<file path="src/rtl/dpi_consts.svh">
// Constants of the dual-link pixel input: slot positions, grid size and timing counts.
// Assumes inclusion by bare name from the design files; definitions only.
`ifndef DPI_CONSTS_SVH
`define DPI_CONSTS_SVH

// ----------------------------------------------------------------------------
// Slot layout of one 28-slot serializer word
// ----------------------------------------------------------------------------
`define DPI_SLOTS        28
`define DPI_VALID_SLOT   26
// Slot of colour bit 7..0 in the least-significant-first map, five bits per entry
`define DPI_RED_SLOTS    {5'h05, 5'h1b, 5'h06, 5'h04, 5'h03, 5'h02, 5'h01, 5'h00}
`define DPI_GREEN_SLOTS  {5'h0b, 5'h0a, 5'h0e, 5'h0d, 5'h0c, 5'h09, 5'h08, 5'h07}
`define DPI_BLUE_SLOTS   {5'h11, 5'h10, 5'h16, 5'h15, 5'h14, 5'h13, 5'h12, 5'h0f}

// ----------------------------------------------------------------------------
// Grid and timing
// ----------------------------------------------------------------------------
`define DPI_COLS         11'h640
`define DPI_ROWS         11'h4b0
`define DPI_LAST_ODD_COL 11'h63f
// Idle link clocks after the last valid that mark vertical blanking (above two lines)
`define DPI_FRAME_GAP    12'h960

`endif

</file>
<file path="src/rtl/dpi_pkg.sv">
// Types shared by the dual-link pixel input.
// Assumes nothing of its surroundings; types only, constants live in dpi_consts.svh.
package dpi_pkg;

  // ----------------------------------------------------------------------------
  // Pixel carriers
  // ----------------------------------------------------------------------------
  typedef struct packed {
    logic [7:0] r;
    logic [7:0] g;
    logic [7:0] b;
  } dpi_pix_s;

  typedef struct packed {
    dpi_pix_s    odd;
    dpi_pix_s    even;
    logic [10:0] col;
    logic [10:0] row;
  } dpi_pair_s;

  // ----------------------------------------------------------------------------
  // Line tracker states
  // ----------------------------------------------------------------------------
  typedef enum logic [1:0] {
    LN_IDLE   = 2'b01,
    LN_ACTIVE = 2'b10
  } dpi_line_e;

endpackage : dpi_pkg

</file>
<file path="src/rtl/dpi_pixel_input.sv">
// Receive side of a two-link pixel interface: deserialized slot words in, placed pairs out.
// Assumes the link words and link clock come from another domain and MCLK is much faster.
//
// Operation
// RQ1: Host runs the shared dot clock between 60.0 and 65.0 MHz.
// RQ2: Host line period lasts 848 to 1156 dot clocks.
// RQ3: Host holds pixel valid for exactly 800 clocks per line.
// RQ4: Host keeps successive line periods equal within one dot clock.
// RQ5: Host refreshes frames between 59 and 61 Hz.
// RQ6: Each frame holds at least 1206 line periods.
// RQ7: Each frame has 1200 active lines, mapped to rows 1 to 1200.
// RQ8: First colour group is the odd column, second the following even column.
// RQ9: Odd pixel and valid ride the first link, even pixel the second.
// RQ10: LSB-first map places colour bits 0 to 5 in the main slots.
// RQ11: LSB-first map: valid slot 26, bits 6 and 7 in side slots.
// RQ12: MSB-first map: bits 7 to 2 main slots, bits 1 and 0 side slots.
// RQ13: Slots 23 to 25 and even slot 26 are ignored.
// RQ14: Bit 0 of each colour field is least significant.
// RQ15: Bit 7 of each colour field is most significant.
// RQ16: Each sub-pixel has 256 steps, zero darkest, all ones brightest.
// RQ17: Pixels fill a 1600 by 1200 grid left to right, top down.
// RQ18: Map selects choose the map; equal levels select the first map. The code raises MAP_FIRST there but decodes LSB-first.
// RQ19: Map select inputs read high when left open.
// RQ20: Capture only while valid is high; each valid rise starts a line.
// RQ21: Host keeps map selects static while links run.
`timescale 1ns/100ps
`include "dpi_consts.svh"

module dpi_pixel_input (
  // Clock and reset
  input  wire logic                MCLK,
  input  wire logic                SRST,
  // Link side, outside the clock domain
  input  wire logic                LINK_CLK,
  input  wire logic [27:0]         LINK_ODD,
  input  wire logic [27:0]         LINK_EVEN,
  // Map select pins, high when open
  input  wire logic                MAP_SEL_LOW,
  input  wire logic                MAP_SEL_HIGH,
  // Placed pixel pair stream
  output logic                     PIX_VALID,
  input  wire logic                PIX_READY,
  output dpi_pkg::dpi_pair_s       PIX_PAIR,
  // Status
  output logic                     LINE_START,
  output logic                     FRAME_START,
  output logic                     MAP_FIRST,
  output logic                     OVERFLOW
);

  localparam logic [39:0] RED_SLOTS   = `DPI_RED_SLOTS;
  localparam logic [39:0] GREEN_SLOTS = `DPI_GREEN_SLOTS;
  localparam logic [39:0] BLUE_SLOTS  = `DPI_BLUE_SLOTS;

  // ----------------------------------------------------------------------------
  // Slot decoding
  // ----------------------------------------------------------------------------
  // The MSB-first map is the LSB-first map with the bit order reversed
  function automatic dpi_pkg::dpi_pix_s unpack_pix(input logic [27:0] w, input logic msb);
    dpi_pkg::dpi_pix_s p;
    logic [2:0]        k;
    p = '0;
    k = '0;
    for (int b = 0; b < 8; b++) begin
      k = msb ? 3'(7 - b) : 3'(b);                      // RQ10 RQ11 RQ12
      p.r[b] = w[RED_SLOTS[k*5 +: 5]];                  // RQ14 RQ15
      p.g[b] = w[GREEN_SLOTS[k*5 +: 5]];
      p.b[b] = w[BLUE_SLOTS[k*5 +: 5]];
    end
    return p;
  endfunction : unpack_pix

  // ----------------------------------------------------------------------------
  // Input synchronisers
  // ----------------------------------------------------------------------------
  logic        lk_s1, lk_s2, lk_s3;
  logic [27:0] sa1, sa, sb1, sb;
  logic        sl1, sl, sh1, sh;
  logic        lk_rise;
  logic        msb;
  // Clock and words pass the same depth so data is aligned with the detected edge
  always_ff @(posedge MCLK) begin
    if (SRST) begin
      lk_s1 <= 1'b0;
      lk_s2 <= 1'b0;
      lk_s3 <= 1'b0;
      sa1   <= '0;
      sa    <= '0;
      sb1   <= '0;
      sb    <= '0;
      sl1   <= 1'b1;
      sl    <= 1'b1;
      sh1   <= 1'b1;
      sh    <= 1'b1;
    end else begin
      lk_s1 <= LINK_CLK;
      lk_s2 <= lk_s1;
      lk_s3 <= lk_s2;
      sa1   <= LINK_ODD;
      sa    <= sa1;
      sb1   <= LINK_EVEN;
      sb    <= sb1;
      sl1   <= MAP_SEL_LOW;
      sl    <= sl1;
      sh1   <= MAP_SEL_HIGH;
      sh    <= sh1;
    end
  end

  assign lk_rise = lk_s2 & ~lk_s3;

  // ----------------------------------------------------------------------------
  // Map mode
  // ----------------------------------------------------------------------------
  logic next_msb, next_map_first;
  // Open pins read high; the first map is not decoded and falls back to LSB-first
  always_comb begin
    next_msb       = ~sl & sh;                          // RQ19
    next_map_first = (sl == sh);                        // RQ19
  end
  always_ff @(posedge MCLK) begin
    if (SRST) begin
      msb       <= 1'b0;
      MAP_FIRST <= 1'b1;
    end else begin
      msb       <= next_msb;
      MAP_FIRST <= next_map_first;
    end
  end

  // ----------------------------------------------------------------------------
  // Line and frame tracker
  // ----------------------------------------------------------------------------
  dpi_pkg::dpi_line_e state, next_state;
  logic [10:0]        col, next_col, row, next_row;
  logic [11:0]        gap, next_gap;
  logic               in_valid, next_in_valid;
  dpi_pkg::dpi_pair_s in_pair, next_in_pair;
  logic               next_line_start, next_frame_start;
  logic               gap_seen;
  assign gap_seen = (gap >= `DPI_FRAME_GAP);
  // Work happens only on link clock edges; even slot 26 and slots 23-25 are never read
  always_comb begin
    next_state       = state;
    next_col         = col;
    next_row         = row;
    next_gap         = gap;
    next_in_valid    = 1'b0;
    next_in_pair     = in_pair;
    next_line_start  = 1'b0;
    next_frame_start = 1'b0;
    if (lk_rise) begin
      unique case (state)
        dpi_pkg::LN_IDLE: begin
          if (sa[`DPI_VALID_SLOT]) begin                // RQ20 RQ13
            next_state      = dpi_pkg::LN_ACTIVE;
            next_col        = 11'h001;                  // RQ17
            next_line_start = 1'b1;
            next_gap        = '0;
            if (gap_seen || row == `DPI_ROWS) begin     // RQ7
              next_row         = 11'h001;
              next_frame_start = 1'b1;
            end else begin
              next_row = row + 11'h001;
            end
          end else if (!gap_seen) begin
            next_gap = gap + 12'h001;
          end
        end
        dpi_pkg::LN_ACTIVE: begin
          if (sa[`DPI_VALID_SLOT]) begin
            // Saturate so an overlong line cannot run off the grid
            if (col < `DPI_LAST_ODD_COL) begin
              next_col = col + 11'h002;                 // RQ17
            end
          end else begin
            next_state = dpi_pkg::LN_IDLE;
            next_gap   = 12'h001;
          end
        end
      endcase
      if (sa[`DPI_VALID_SLOT]) begin                    // RQ20
        next_in_valid     = 1'b1;
        next_in_pair.odd  = unpack_pix(sa, msb);        // RQ8 RQ9 RQ16
        next_in_pair.even = unpack_pix(sb, msb);        // RQ9
        next_in_pair.col  = next_col;                   // RQ8
        next_in_pair.row  = next_row;
      end
    end
  end

  always_ff @(posedge MCLK) begin
    if (SRST) begin
      state       <= dpi_pkg::LN_IDLE;
      col         <= 11'h001;
      row         <= '0;
      gap         <= `DPI_FRAME_GAP;
      in_valid    <= 1'b0;
      in_pair     <= '0;
      LINE_START  <= 1'b0;
      FRAME_START <= 1'b0;
    end else begin
      state       <= next_state;
      col         <= next_col;
      row         <= next_row;
      gap         <= next_gap;
      in_valid    <= next_in_valid;
      in_pair     <= next_in_pair;
      LINE_START  <= next_line_start;
      FRAME_START <= next_frame_start;
    end
  end

  // ----------------------------------------------------------------------------
  // Two-entry output buffer
  // ----------------------------------------------------------------------------
  dpi_pkg::dpi_pair_s skid, next_skid, next_out;
  logic               skid_valid, next_skid_valid, next_out_valid, next_overflow;
  logic               buf_ready;
  // Head entry drives the outputs directly; the link cannot stall, so a lost pair is flagged
  assign buf_ready = ~skid_valid;
  always_comb begin
    next_out        = PIX_PAIR;
    next_out_valid  = PIX_VALID;
    next_skid       = skid;
    next_skid_valid = skid_valid;
    next_overflow   = OVERFLOW;
    if (PIX_VALID && PIX_READY) begin
      if (skid_valid) begin
        next_out        = skid;
        next_skid_valid = 1'b0;
      end else begin
        next_out_valid = 1'b0;
      end
    end
    if (in_valid) begin
      if (!next_out_valid) begin
        next_out       = in_pair;
        next_out_valid = 1'b1;
      end else if (buf_ready || !next_skid_valid) begin
        next_skid       = in_pair;
        next_skid_valid = 1'b1;
      end else begin
        next_overflow = 1'b1;
      end
    end
  end

  always_ff @(posedge MCLK) begin
    if (SRST) begin
      PIX_PAIR   <= '0;
      PIX_VALID  <= 1'b0;
      skid       <= '0;
      skid_valid <= 1'b0;
      OVERFLOW   <= 1'b0;
    end else begin
      PIX_PAIR   <= next_out;
      PIX_VALID  <= next_out_valid;
      skid       <= next_skid;
      skid_valid <= next_skid_valid;
      OVERFLOW   <= next_overflow;
    end
  end
endmodule : dpi_pixel_input

</file>
<file path="config.mk">
export PLATFORM = sky130hd
export DESIGN_NAME = dpi_pixel_input
export DESIGN_NICKNAME = d
export VERILOG_FILES = /design/src/rtl/dpi_pkg.sv /design/src/rtl/dpi_pixel_input.sv
export VERILOG_INCLUDE_DIRS = /design/src /design/src/rtl
export SDC_FILE = /design/constraint.sdc
export NUM_CORES = 1
export LEC_CHECK = 0
export BUFFER_PORTS_ARGS = -buffer_cell sky130_fd_sc_hd__buf_2
export CORE_ASPECT_RATIO = 2
export CORE_MARGIN = 4
export CORE_UTILIZATION = 63
export DETAILED_ROUTE_END_ITERATION = 12
export PLACE_DENSITY = 0.84
export SLEW_MARGIN = 20
export SYNTH_ARGS = -nofsm -noshare
export SYNTH_HDL_FRONTEND = slang
export SYNTH_SLANG_ARGS = --single-unit
</file>
<file path="constraint.sdc">
create_clock -name MCLK -period 4.6 [get_ports MCLK]
set_input_delay 0.46 -clock MCLK [delete_from_list [all_inputs] [get_ports MCLK]]
set_output_delay 0.46 -clock MCLK [all_outputs]
set_load 0.1 [all_outputs]
</file>
==> impl_results.md, run 1 <==
* Worst setup EP type: flip-flop
* Post-synth cell types at 56
* Sequential cell area fraction in the yosys report at 52.6%
* # Max-Cap Violations at 0
* Area of the multi-input gates at 6000 µm²
* Fmax at 407 MHz
* Nets at 1,604
* Clock Sinks at 359
* Mapped Cells at 1,476
* Core area at 21,500 µm²
* Sequential Area at 7190 µm²
* Post-synthesis sequential element count at 359
* Final setup fails at 0
* Startpoint Class: flip-flop
* Ant. Diodes at 0
* Worst-skew pair later-pin latency at 0.55 ns
* Critical path class: flip-flop to flip-flop
* Die Width at 112 µm
* DRC viols at 0
* FF-to-FF Start: sa[26]
* Post-synth net total at 1,544
* Synth async-reset ratio at 0%
* Largest net degree at the start of global routing at 152
* Hold Path Class: primary input to flip-flop
* Hold Startpoint: MAP_SEL_HIGH
* TritonCTS clock tree: yes
* Initial drt markers at 789
* ANT nets after route at 0
* Pre-CTS setup slack at 2.09 ns
* Mapped Area at 13,700 µm²
* PortBufs at 129
* Initial antenna violation count at 0
* Unrepaired setup endpoints after global routing: false
* Fillers at 1,630
* Clk_skew at 0.0156 ns
* Rows at 76
* Worst-path maximum fanout at 56
* Final Wtd Congestion at 0.814
* Vias in the first global route at 10,200
* Initial Utilization at 63.6%
* Status: finished, final reports clean
* Worst vdd ir at 402 µV
* Post-CTS Resized at 0
* Vert. Die Dim at 216 µm
* Post-route minimum period at 2.46 ns
* Synth Flop Type: dfxtp_1
* Number of top-level pins at 137
* Worst EP arrival at 2.90 ns
* CTS Buffer Depth at 3
* Count of hold-fix buffers inserted at cts at 0
* Worst setup path start: sa[26]
* Tcrit/Tclk final at 53.5%
* GRT Util Overall at 24.0%
* Die area at 24,300 µm²
* Vias at 10,400
* Worst setup margin at 2.14 ns
* Post-synth EDFFs at 0
* DRT Pass-1 Iters at 5
* Worst-margin pin slew at 0.922 ns
* Total gr overflow at 0
* Clk root buf: clkbuf_16
* Synth warn at 0
* Final Hold Fails at 0
* Reg clk slew, reported paths at 0.07 ns
* P_leak at 6.06 nW
* Post-DP HPWL at 18,800 µm
* First-pass GRT wire length at 48,900 µm
* Setup Buffers After CTS at 0
* Via density per instance at 5.70
* Routed wire per std cell at 16.1 µm
* Worst Path Required at 5.04 ns
* Layout cells sized above 1 at 13.4%
* Most common cell after layout, fill and taps aside: dfxtp_1
* Slew margin rel. at 38.6%
* Final wirelength at 29,500 µm
* Setup_tns at 0 ns
* Max H-tree Level at 1
* Synthesis-to-layout area growth at 11.9%
* TritonCTS Buffers at 29
* Max Slew Vio Count at 0
* Power Density at 382 nW/µm²
* Most frequent cells in the layout: dfxtp_1, nand2_1, nor2_1
* Syn_area_per_cell at 9.26 µm²
==> where the power goes <==
part / total (mW) / internal (mW) / switching (mW)
combinational: 0.229 / 0.0779 / 0.151
sequential: 3.19 / 3.16 / 0.0272
clock: 2.42 / 1.34 / 1.07
==> state kept, by name, indices dropped and copies added (netlist names), 2 cells and up <==
name      count
state         2
sa           25
skid         70
row          11
sb1          24
PIX_PAIR     70
in_pair      70
sa1          25
col          11
sb           24
gap          12
==> metrics by stage <==
step | hold WS, ns | total power, mW | cell area (µm²) | util [%] | instances
floorplan | 0.389 | 3.42 | 13700 | - | 1476
global placement | 0.392 | 3.48 | 14400 | 66.8 | 1778
detailed placement | 0.403 | 3.49 | 14400 | 66.8 | 1778
CTS | 0.0821 | 5.88 | 15300 | 71.1 | 1828
global route | 0.0871 | 6.03 | 15300 | 71.1 | 1828
finish | 0.0988 | 5.84 | 15300 | 71.1 | 1828
==> synth_stat cells, drive strengths merged (3+ instances only) <==
cell	count	area, µm²
o21ai	18	90.1
nand3b	5	50.1
a31oi	8	50.1
a21oi	102	510
nand2	189	709
nand4	7	43.8
nor2	155	582
nor3	20	110
nand2b	6	37.5
a41oi	3	26.3
xnor2	14	123
and2	5	31.3
inv	11	41.3
nor2b	105	657
or3	7	43.8
xor2	5	43.8
clkbuf	86	323
and3	4	25.0
mux2i	120	1200
nand3	29	145
buf	29	139
a21o	4	30.0
a211oi	126	946
nor4	8	56.3
ha	6	75.1
or2	5	31.3
dfxtp	359	7190
nor3b	4	30.0
o31ai	3	22.5
or4	6	45.0
nor4b	3	32.5
==> layout make-up <==
type	count	share of cell area (%)
Sequential cell	359	47.0
Multi-Input combinational cell	991	39.3
Clock buffer	42	5.59
Timing Repair Buffer	144	5.11
Tap cell	273	2.23
Clock inverter	8	0.507
Inverter	11	0.270
==> worst paths after layout <==
| path | to | slack, ns | cells past startpoint |
|---|---|---|---|
| worst max register to register | in_pair[61] | 2.14 | 4 |
| worst min register to register | sl | 0.41 | 1 |
| worst max-delay path | in_pair[61] | 2.14 | 4 |
| worst min-delay path | sh1 | 0.1 | 2 |
==> routing by layer <==
metal	wire (µm)	part of all wire (%)	GRT usage [%]	up-vias
li1	-	-	-	5195
met3	1060	3.6	2.77	80
met2	16000	54	45.0	226
met5	0	0	0	-
met4	1270	4.3	11.3	0
met1	11200	38	26.5	4922
==> critical path, cell delays in order, from the launching register on <==
cell and delay, ns:
dfxtp_1 0.80, and2_4 0.71, buf_4 0.47, nor2_1 0.10, a211oi_1 0.25
==> cells by family after synthesis <==
family / count (synthesis) / share of synthesized area, %
multiplexers: 122 / 8.95
AO/OA/AOI/OAI: 280 / 13.4
XOR/XNOR: 19 / 1.22
buffers and inverters: 126 / 3.68
adder cells (fa/ha/maj): 6 / 0.549
AND/OR/NAND/NOR: 564 / 19.6
flip-flops: 359 / 52.6
No activity file was read; power rests on OpenSTA's default activity.
==> run 2: changes to the inputs <==
--- a/config.mk
+++ b/config.mk
@@ -6,12 +6,13 @@
 export SDC_FILE = /design/constraint.sdc
 export NUM_CORES = 1
 export LEC_CHECK = 0
+export ABC_AREA = 1
 export BUFFER_PORTS_ARGS = -buffer_cell sky130_fd_sc_hd__buf_2
 export CORE_ASPECT_RATIO = 2
 export CORE_MARGIN = 4
-export CORE_UTILIZATION = 63
+export CORE_UTILIZATION = 53
 export DETAILED_ROUTE_END_ITERATION = 12
-export PLACE_DENSITY = 0.84
+export PLACE_DENSITY = 0.76
 export SLEW_MARGIN = 20
 export SYNTH_ARGS = -nofsm -noshare
 export SYNTH_HDL_FRONTEND = slang
==> constraint.sdc (replaced) <==
create_clock -name MCLK -period 2.06 [get_ports MCLK]
set_input_delay 0.206 -clock MCLK [delete_from_list [all_inputs] [get_ports MCLK]]
set_output_delay 0.206 -clock MCLK [all_outputs]
set_load 0.1 [all_outputs]
==> run 2 against run 1 <==
Die area up 18%; global-route usage down 1.6 points; count of clock-buffer cells in the layout down 3; flip-flop and latch count unchanged; final cell count up 21%; critical path type unchanged.
==> impl_results.md, run 2 <==
* Crit-path max cell delay at 0.34 ns
* Slew margin rel. at 55.6%
* Worst-path maximum fanout at 27
* TritonCTS Buffers at 29
* Final Instance Area at 16,200 µm²
* Post-synth EDFFs at 0
* Most common cell after layout, fill and taps aside: dfxtp_1
* Number of top-level pins at 137
* Synth async-reset ratio at 0%
* Largest net degree at the start of global routing at 154
* Clk_skew at 0.0116 ns
* GRT Util Overall at 22.4%
* Worst-margin pin slew at 0.665 ns
* Initial Utilization at 53.5%
* Post-synthesis sequential element count at 359
* Via density per instance at 5.20
* Vias at 11,500
* DRT Pass-1 Iters at 5
* Worst vdd ir at 640 µV
* Mapped Cells at 1,720
* Buf/Inv on CP at 2
* Hold endpoint: PIX_VALID
* Nets at 1,921
* Most used cell, CP: nand2_1
* R2R cell count at 9
* Top delay family on crit path: simple AND/OR/NAND/NOR gates
* Final Total Pwr at 13.7 mW
* Synth area leaders: dfxtp_1, a21oi_1, o21ai_0
* P_leak at 6.90 nW
* Worst EP arrival at 2.19 ns
* Final Wtd Congestion at 0.879
* Placement Cell Area at 14,700 µm²
* Vert. Die Dim at 236 µm
* Syn_area_per_cell at 7.98 µm²
* Synth Flop Type: dfxtp_1
* Clk root buf: clkbuf_16
* PortBufs at 129
* CTS Buffer Depth at 3
* Final Hold Fails at 0
* Sequential cell area fraction in the yosys report at 52.4%
* Rows at 83
* Most common cell in the netlist: dfxtp_1
* Most frequent cells in the layout: dfxtp_1, a21oi_1, inv_1
* Setup_tns at 0 ns
* Final wirelength at 32,500 µm
* Startpoint Class: flip-flop
* Unrepaired setup endpoints after global routing: false
* Reg clk slew, reported paths at 0.07 ns
* Post-synth net total at 1,788
* Fmax at 568 MHz
* Layout cells sized above 1 at 11.6%
* Max Slew Vio Count at 0
* Non-filler cells in the finished layout at 2,213
* TritonCTS clock tree: yes
* Biggest registers after layout: PIX_PAIR: 70 flops, in_pair: 70 flops, skid: 70 flops
* Final setup fails at 0
* Worst setup EP type: flip-flop
* Mapped Area at 13,700 µm²
* Post-DP HPWL at 20,200 µm
* Inst Count DP at 2,110
* Post-synth cell types at 30
* Hold Path Class: primary input to flip-flop
* Synth top area share at 52.4%
* Ant. Diodes at 0
* First-pass GRT wire length at 53,100 µm
* Synth cell count leaders: dfxtp_1, a21oi_1, inv_1, nor2_1, o21ai_0
* Core area at 25,700 µm²
* CP max-delay cell: dfxtp_2
* Crit path cell chain: nand2_1, nor2_4, inv_2, nand2_1, nand2_1, nor2_4, inv_2, nor2_1, nor2_1
* Hold Crit Depth at 2
* Initial drt markers at 705
* # Max-Cap Violations at 0
* Initial antenna violation count at 0
* FF-to-FF Start: PIX_VALID
* Die area at 28,700 µm²
* Vias in the first global route at 11,400
* Die Width at 122 µm
* FF-to-FF setup slack at 0.30 ns
* Post-route minimum period at 1.76 ns
* Synthesis-to-layout area growth at 18.0%
* Tcrit/Tclk final at 85.5%
* DRC viols at 0
* Max H-tree Level at 1
* Clock Sinks at 359
* Area leader, netlist: dfxtp_1
* Worst-skew pair later-pin latency at 0.54 ns
* Synth warn at 0
* Status: finished, final reports clean
* Power Density at 843 nW/µm²
* Worst flop-to-flop path endpoint: skid[60]
* Total gr overflow at 0
* Critical path class: flip-flop to flip-flop
* Worst Path Required at 2.49 ns
* ANT nets after route at 0
* Routed wire per std cell at 14.7 µm
* Hold Startpoint: SRST
run 2: cell types whose count changed after synthesis, sizes merged, moves of 81 or more:
cell and change:
o21ai +208, nor2 +81, a211oi -126, inv +231
nand2 -82, a21oi +147, nor2b -105
run 2: per-layer routing:
layer | track usage, % | wire length [µm] | vias to the layer above
met3 | 2.45 | 1070 | 102
li1 | - | - | 5824
met4 | 12.1 | 1730 | 0
met2 | 42.4 | 17500 | 234
met1 | 23.3 | 12100 | 5344
met5 | 0 | 0 | -
run 2: worst max path at each step:
stage / slack (ns) / depth (start not counted) / start / to
finish: 0.30 / 9 / PIX_VALID / skid[60]
global route: 0.05 / 10 / col[1] / in_pair[21]
CTS: 0.28 / 9 / PIX_VALID / skid[60]
detailed placement: 0.31 / 9 / PIX_VALID / skid[5]
global placement: 0.34 / 10 / col[1] / in_pair[20]
floorplan: 0.15 / 9 / PIX_VALID / skid[11]
run 2: what timing repair did:
item | 4_1_cts | 5_1_grt
resized for setup | 0 | 0
hold buffers | 52 | 0
setup buffers | 0 | 0
endpoints found under the hold margin | 52 | 0
run 2: where the power goes:
| group | leakage (nW) | internal (mW) | total, mW | switching [mW] |
|---|---|---|---|---|
| clock network | 0.487 | 3.35 | 5.75 | 2.39 |
| logic | 3.49 | 0.271 | 0.730 | 0.459 |
| registers | 2.92 | 7.09 | 7.18 | 0.0869 |
| total | 6.90 | 10.7 | 13.7 | 2.94 |
run 2: cell families (layout without fill, tap and decap cells):
group	after synthesis	count (layout)	synth area share (%)
buf+inv	350	503	10.0
mux	82	82	5.98
compound gates	482	482	17.7
fa+ha+maj	6	6	0.547
flops	359	359	52.4
simple gates	439	439	13.3
xor+xnor	2	2	0.128
run 2: final cells by class:
| class | instances | area [µm²] |
|---|---|---|
| Clock inverter | 12 | 188 |
| Multi-Input combinational cell | 1011 | 5180 |
| Sequential cell | 359 | 7190 |
| Fill cell | 2155 | 9450 |
| Inverter | 245 | 922 |
| Tap cell | 340 | 425 |
| Timing Repair Buffer | 207 | 1490 |
| Clock buffer | 39 | 803 |
run 2: through the flow:
| step | utilization [%] | setup slack, ns | hold WS (ns) |
|---|---|---|---|
| 3_5_place_dp | 57.3 | 0.306 | 0.393 |
| 6_report | 63.2 | 0.298 | 0.0809 |
| 3_3_place_gp | 57.3 | 0.340 | 0.387 |
| 5_1_grt | 63.2 | 0.0500 | 0.101 |
| 4_1_cts | 63.2 | 0.281 | 0.0651 |
| 2_1_floorplan | - | 0.151 | 0.310 |
==> run 3: changes to the inputs <==
--- a/config.mk
+++ b/config.mk
@@ -10,9 +10,10 @@
 export BUFFER_PORTS_ARGS = -buffer_cell sky130_fd_sc_hd__buf_2
 export CORE_ASPECT_RATIO = 2
 export CORE_MARGIN = 4
-export CORE_UTILIZATION = 53
+export CORE_UTILIZATION = 55
+export CTS_BUF_LIST = sky130_fd_sc_hd__clkbuf_4 sky130_fd_sc_hd__clkbuf_8
 export DETAILED_ROUTE_END_ITERATION = 12
-export PLACE_DENSITY = 0.76
+export PLACE_DENSITY = 0.78
 export SLEW_MARGIN = 20
 export SYNTH_ARGS = -nofsm -noshare
 export SYNTH_HDL_FRONTEND = slang
==> run 3 against run 2 <==
Final cell count grew 1.2%; design area grew 0.42%; critical path depth shrank 2; worst hold slack gained 0.023 ns; register-to-register slack lost 0.03 ns; power shrank 2.3%; critical endpoint is now in_pair[10]; highest routed layer unchanged.
==> impl_results.md, run 3 (synthesis gave the netlist of run 2 again) <==
* Setup_tns at 0 ns
* Most common cell after layout, fill and taps aside: dfxtp_1
* Worst EP arrival at 2.28 ns
* Layout cells sized above 1 at 13.6%
* FF-to-FF Start: gap[7]
* R2R cell count at 7
* First-pass GRT wire length at 54,700 µm
* Hold Startpoint: SRST
* GRT Util Overall at 23.9%
* Hold Path Class: primary input to flip-flop
* Initial Utilization at 56.0%
* Setup Buffers After CTS at 0
* Vias in the first global route at 11,500
* Area of the multi-input gates at 5180 µm²
* DRT Pass-1 Iters at 5
* Worst-skew pair later-pin latency at 0.58 ns
* FF-to-FF setup slack at 0.27 ns
* Non-filler cells in the finished layout at 2,240
* Routed wire per std cell at 14.9 µm
* Cell internal pwr at 10.3 mW
* Total gr overflow at 0
* Largest net degree at the start of global routing at 132
* Synthesis-to-layout area growth at 18.5%
* Register share of total power at 53.9%
* # Max-Cap Violations at 0
* Ant. Diodes at 0
* Power Density at 820 nW/µm²
* Final Wtd Congestion at 0.966
* Max H-tree Level at 2
* Clk root buf: clkbuf_8
* Worst flop-to-flop path endpoint: in_pair[10]
* Nets at 1,945
* Setup crit end: in_pair[10]
* Critical path class: flip-flop to flip-flop
* Startpoint Class: flip-flop
* Worst-path maximum fanout at 10
* Worst Path Required at 2.55 ns
* Die Width at 120 µm
* ANT nets after route at 0
* Most frequent cells in the layout: dfxtp_1, a21oi_1, inv_1
* Clock Sinks at 359
* Fmax at 558 MHz
* Final setup fails at 0
* Worst setup EP type: flip-flop
* Unrepaired setup endpoints after global routing: false
* Clock power frac at 40.5%
* PortBufs at 129
* Net Switching at 3.08 mW
* P_leak at 6.97 nW
* Final Hold Fails at 0
* Worst Hold Slack at 0.104 ns
* Die area at 27,700 µm²
* Via density per instance at 5.26
* Worst vdd ir at 573 µV
* Sw frac at 23.1%
* Fillers at 2,052
* Worst setup path start: gap[7]
* Worst-margin pin slew at 0.630 ns
* Logic pwr share at 5.6%
* DRC viols at 0
* Initial antenna violation count at 0
* Rows at 81
* Post-DP HPWL at 20,300 µm
* TritonCTS Buffers at 49
* Final wirelength at 33,400 µm
* Clk_skew at 0.0130 ns
* Initial drt markers at 714
* Tcrit/Tclk final at 87.0%
* Sequential Area at 7190 µm²
* Hold Crit Depth at 3
* Max Slew Vio Count at 0
* Slew margin rel. at 57.9%
* Reg clk slew, reported paths at 0.07 ns
* Core area at 24,500 µm²
* Biggest registers after layout: PIX_PAIR: 70 flops, in_pair: 70 flops, skid: 70 flops
* Inst Count DP at 2,106
* Status: finished, final reports clean
* Post-route minimum period at 1.79 ns
* TritonCTS clock tree: yes
* Vert. Die Dim at 231 µm
* Number of top-level pins at 137
* Vias at 11,800
* CTS Buffer Depth at 3
-- run 3: worst min-delay path by stage --
stage / slack, ns / end
floorplan: 0.31 / sh1
global placement: 0.39 / sl1
detailed placement: 0.39 / sa[2]
CTS: 0.06 / state[0]
global route: 0.12 / state[0]
finish: 0.10 / state[0]
-- run 3: stage by stage --
| stage | cell area (µm²) | power [mW] | setup slack, ns | util (%) |
|---|---|---|---|---|
| final | 16300 | 13.3 | 0.268 | 66.3 |
| after floorplan | 13700 | 7.77 | 0.151 | - |
| after detailed placement | 14800 | 7.99 | 0.251 | 60.2 |
| after global placement | 14800 | 7.97 | 0.253 | 60.2 |
| after CTS | 16300 | 13.5 | 0.228 | 66.3 |
| after global routing | 16300 | 13.9 | 0.0816 | 66.3 |
-- run 3: timing repair --
item,4_1_cts,5_1_grt
hold buffers,52,0
gates resized for setup,0,1
setup endpoints to repair,0,3
endpoints found under the hold margin,52,0
-- run 3: cell type report --
| class | instances | share of cell area (%) |
|---|---|---|
| tap | 332 | 2.55 |
| inverter | 245 | 5.67 |
| sequential | 359 | 44.2 |
| multi-input combinational | 1011 | 31.9 |
| clock inverter | 5 | 0.200 |
| clock buffer | 77 | 5.78 |
| timing repair buffer | 211 | 9.72 |
-- run 3: critical path, stage by stage (launching register included) --
cell	delay, ns
dfxtp_1	0.35
nand2_1	0.14
nand3_1	0.11
o21ai_1	0.33
nand2_1	0.10
nand2_1	0.30
nand3_1	0.21
a21oi_1	0.19
-- run 3: power groups by stage --
| stage | Clock (mW) | Combinational (mW) | Sequential (mW) |
|---|---|---|---|
| 2_1_floorplan | 0 | 0.385 | 7.39 |
| 3_3_place_gp | 0 | 0.642 | 7.33 |
| 3_5_place_dp | 0 | 0.657 | 7.34 |
| 4_1_cts | 5.55 | 0.738 | 7.18 |
| 5_1_grt | 5.86 | 0.831 | 7.19 |
| 6_report | 5.41 | 0.747 | 7.19 |
-- run 3: metal layers --
metal	routed length (µm)	track usage (%)	up-vias	part of all wire, %
li1	-	-	5871	-
met1	12400	25.2	5515	37
met2	18000	45.0	285	54
met3	1320	3.61	104	4.0
met4	1660	12.6	0	5.0
met5	0	0	-	0
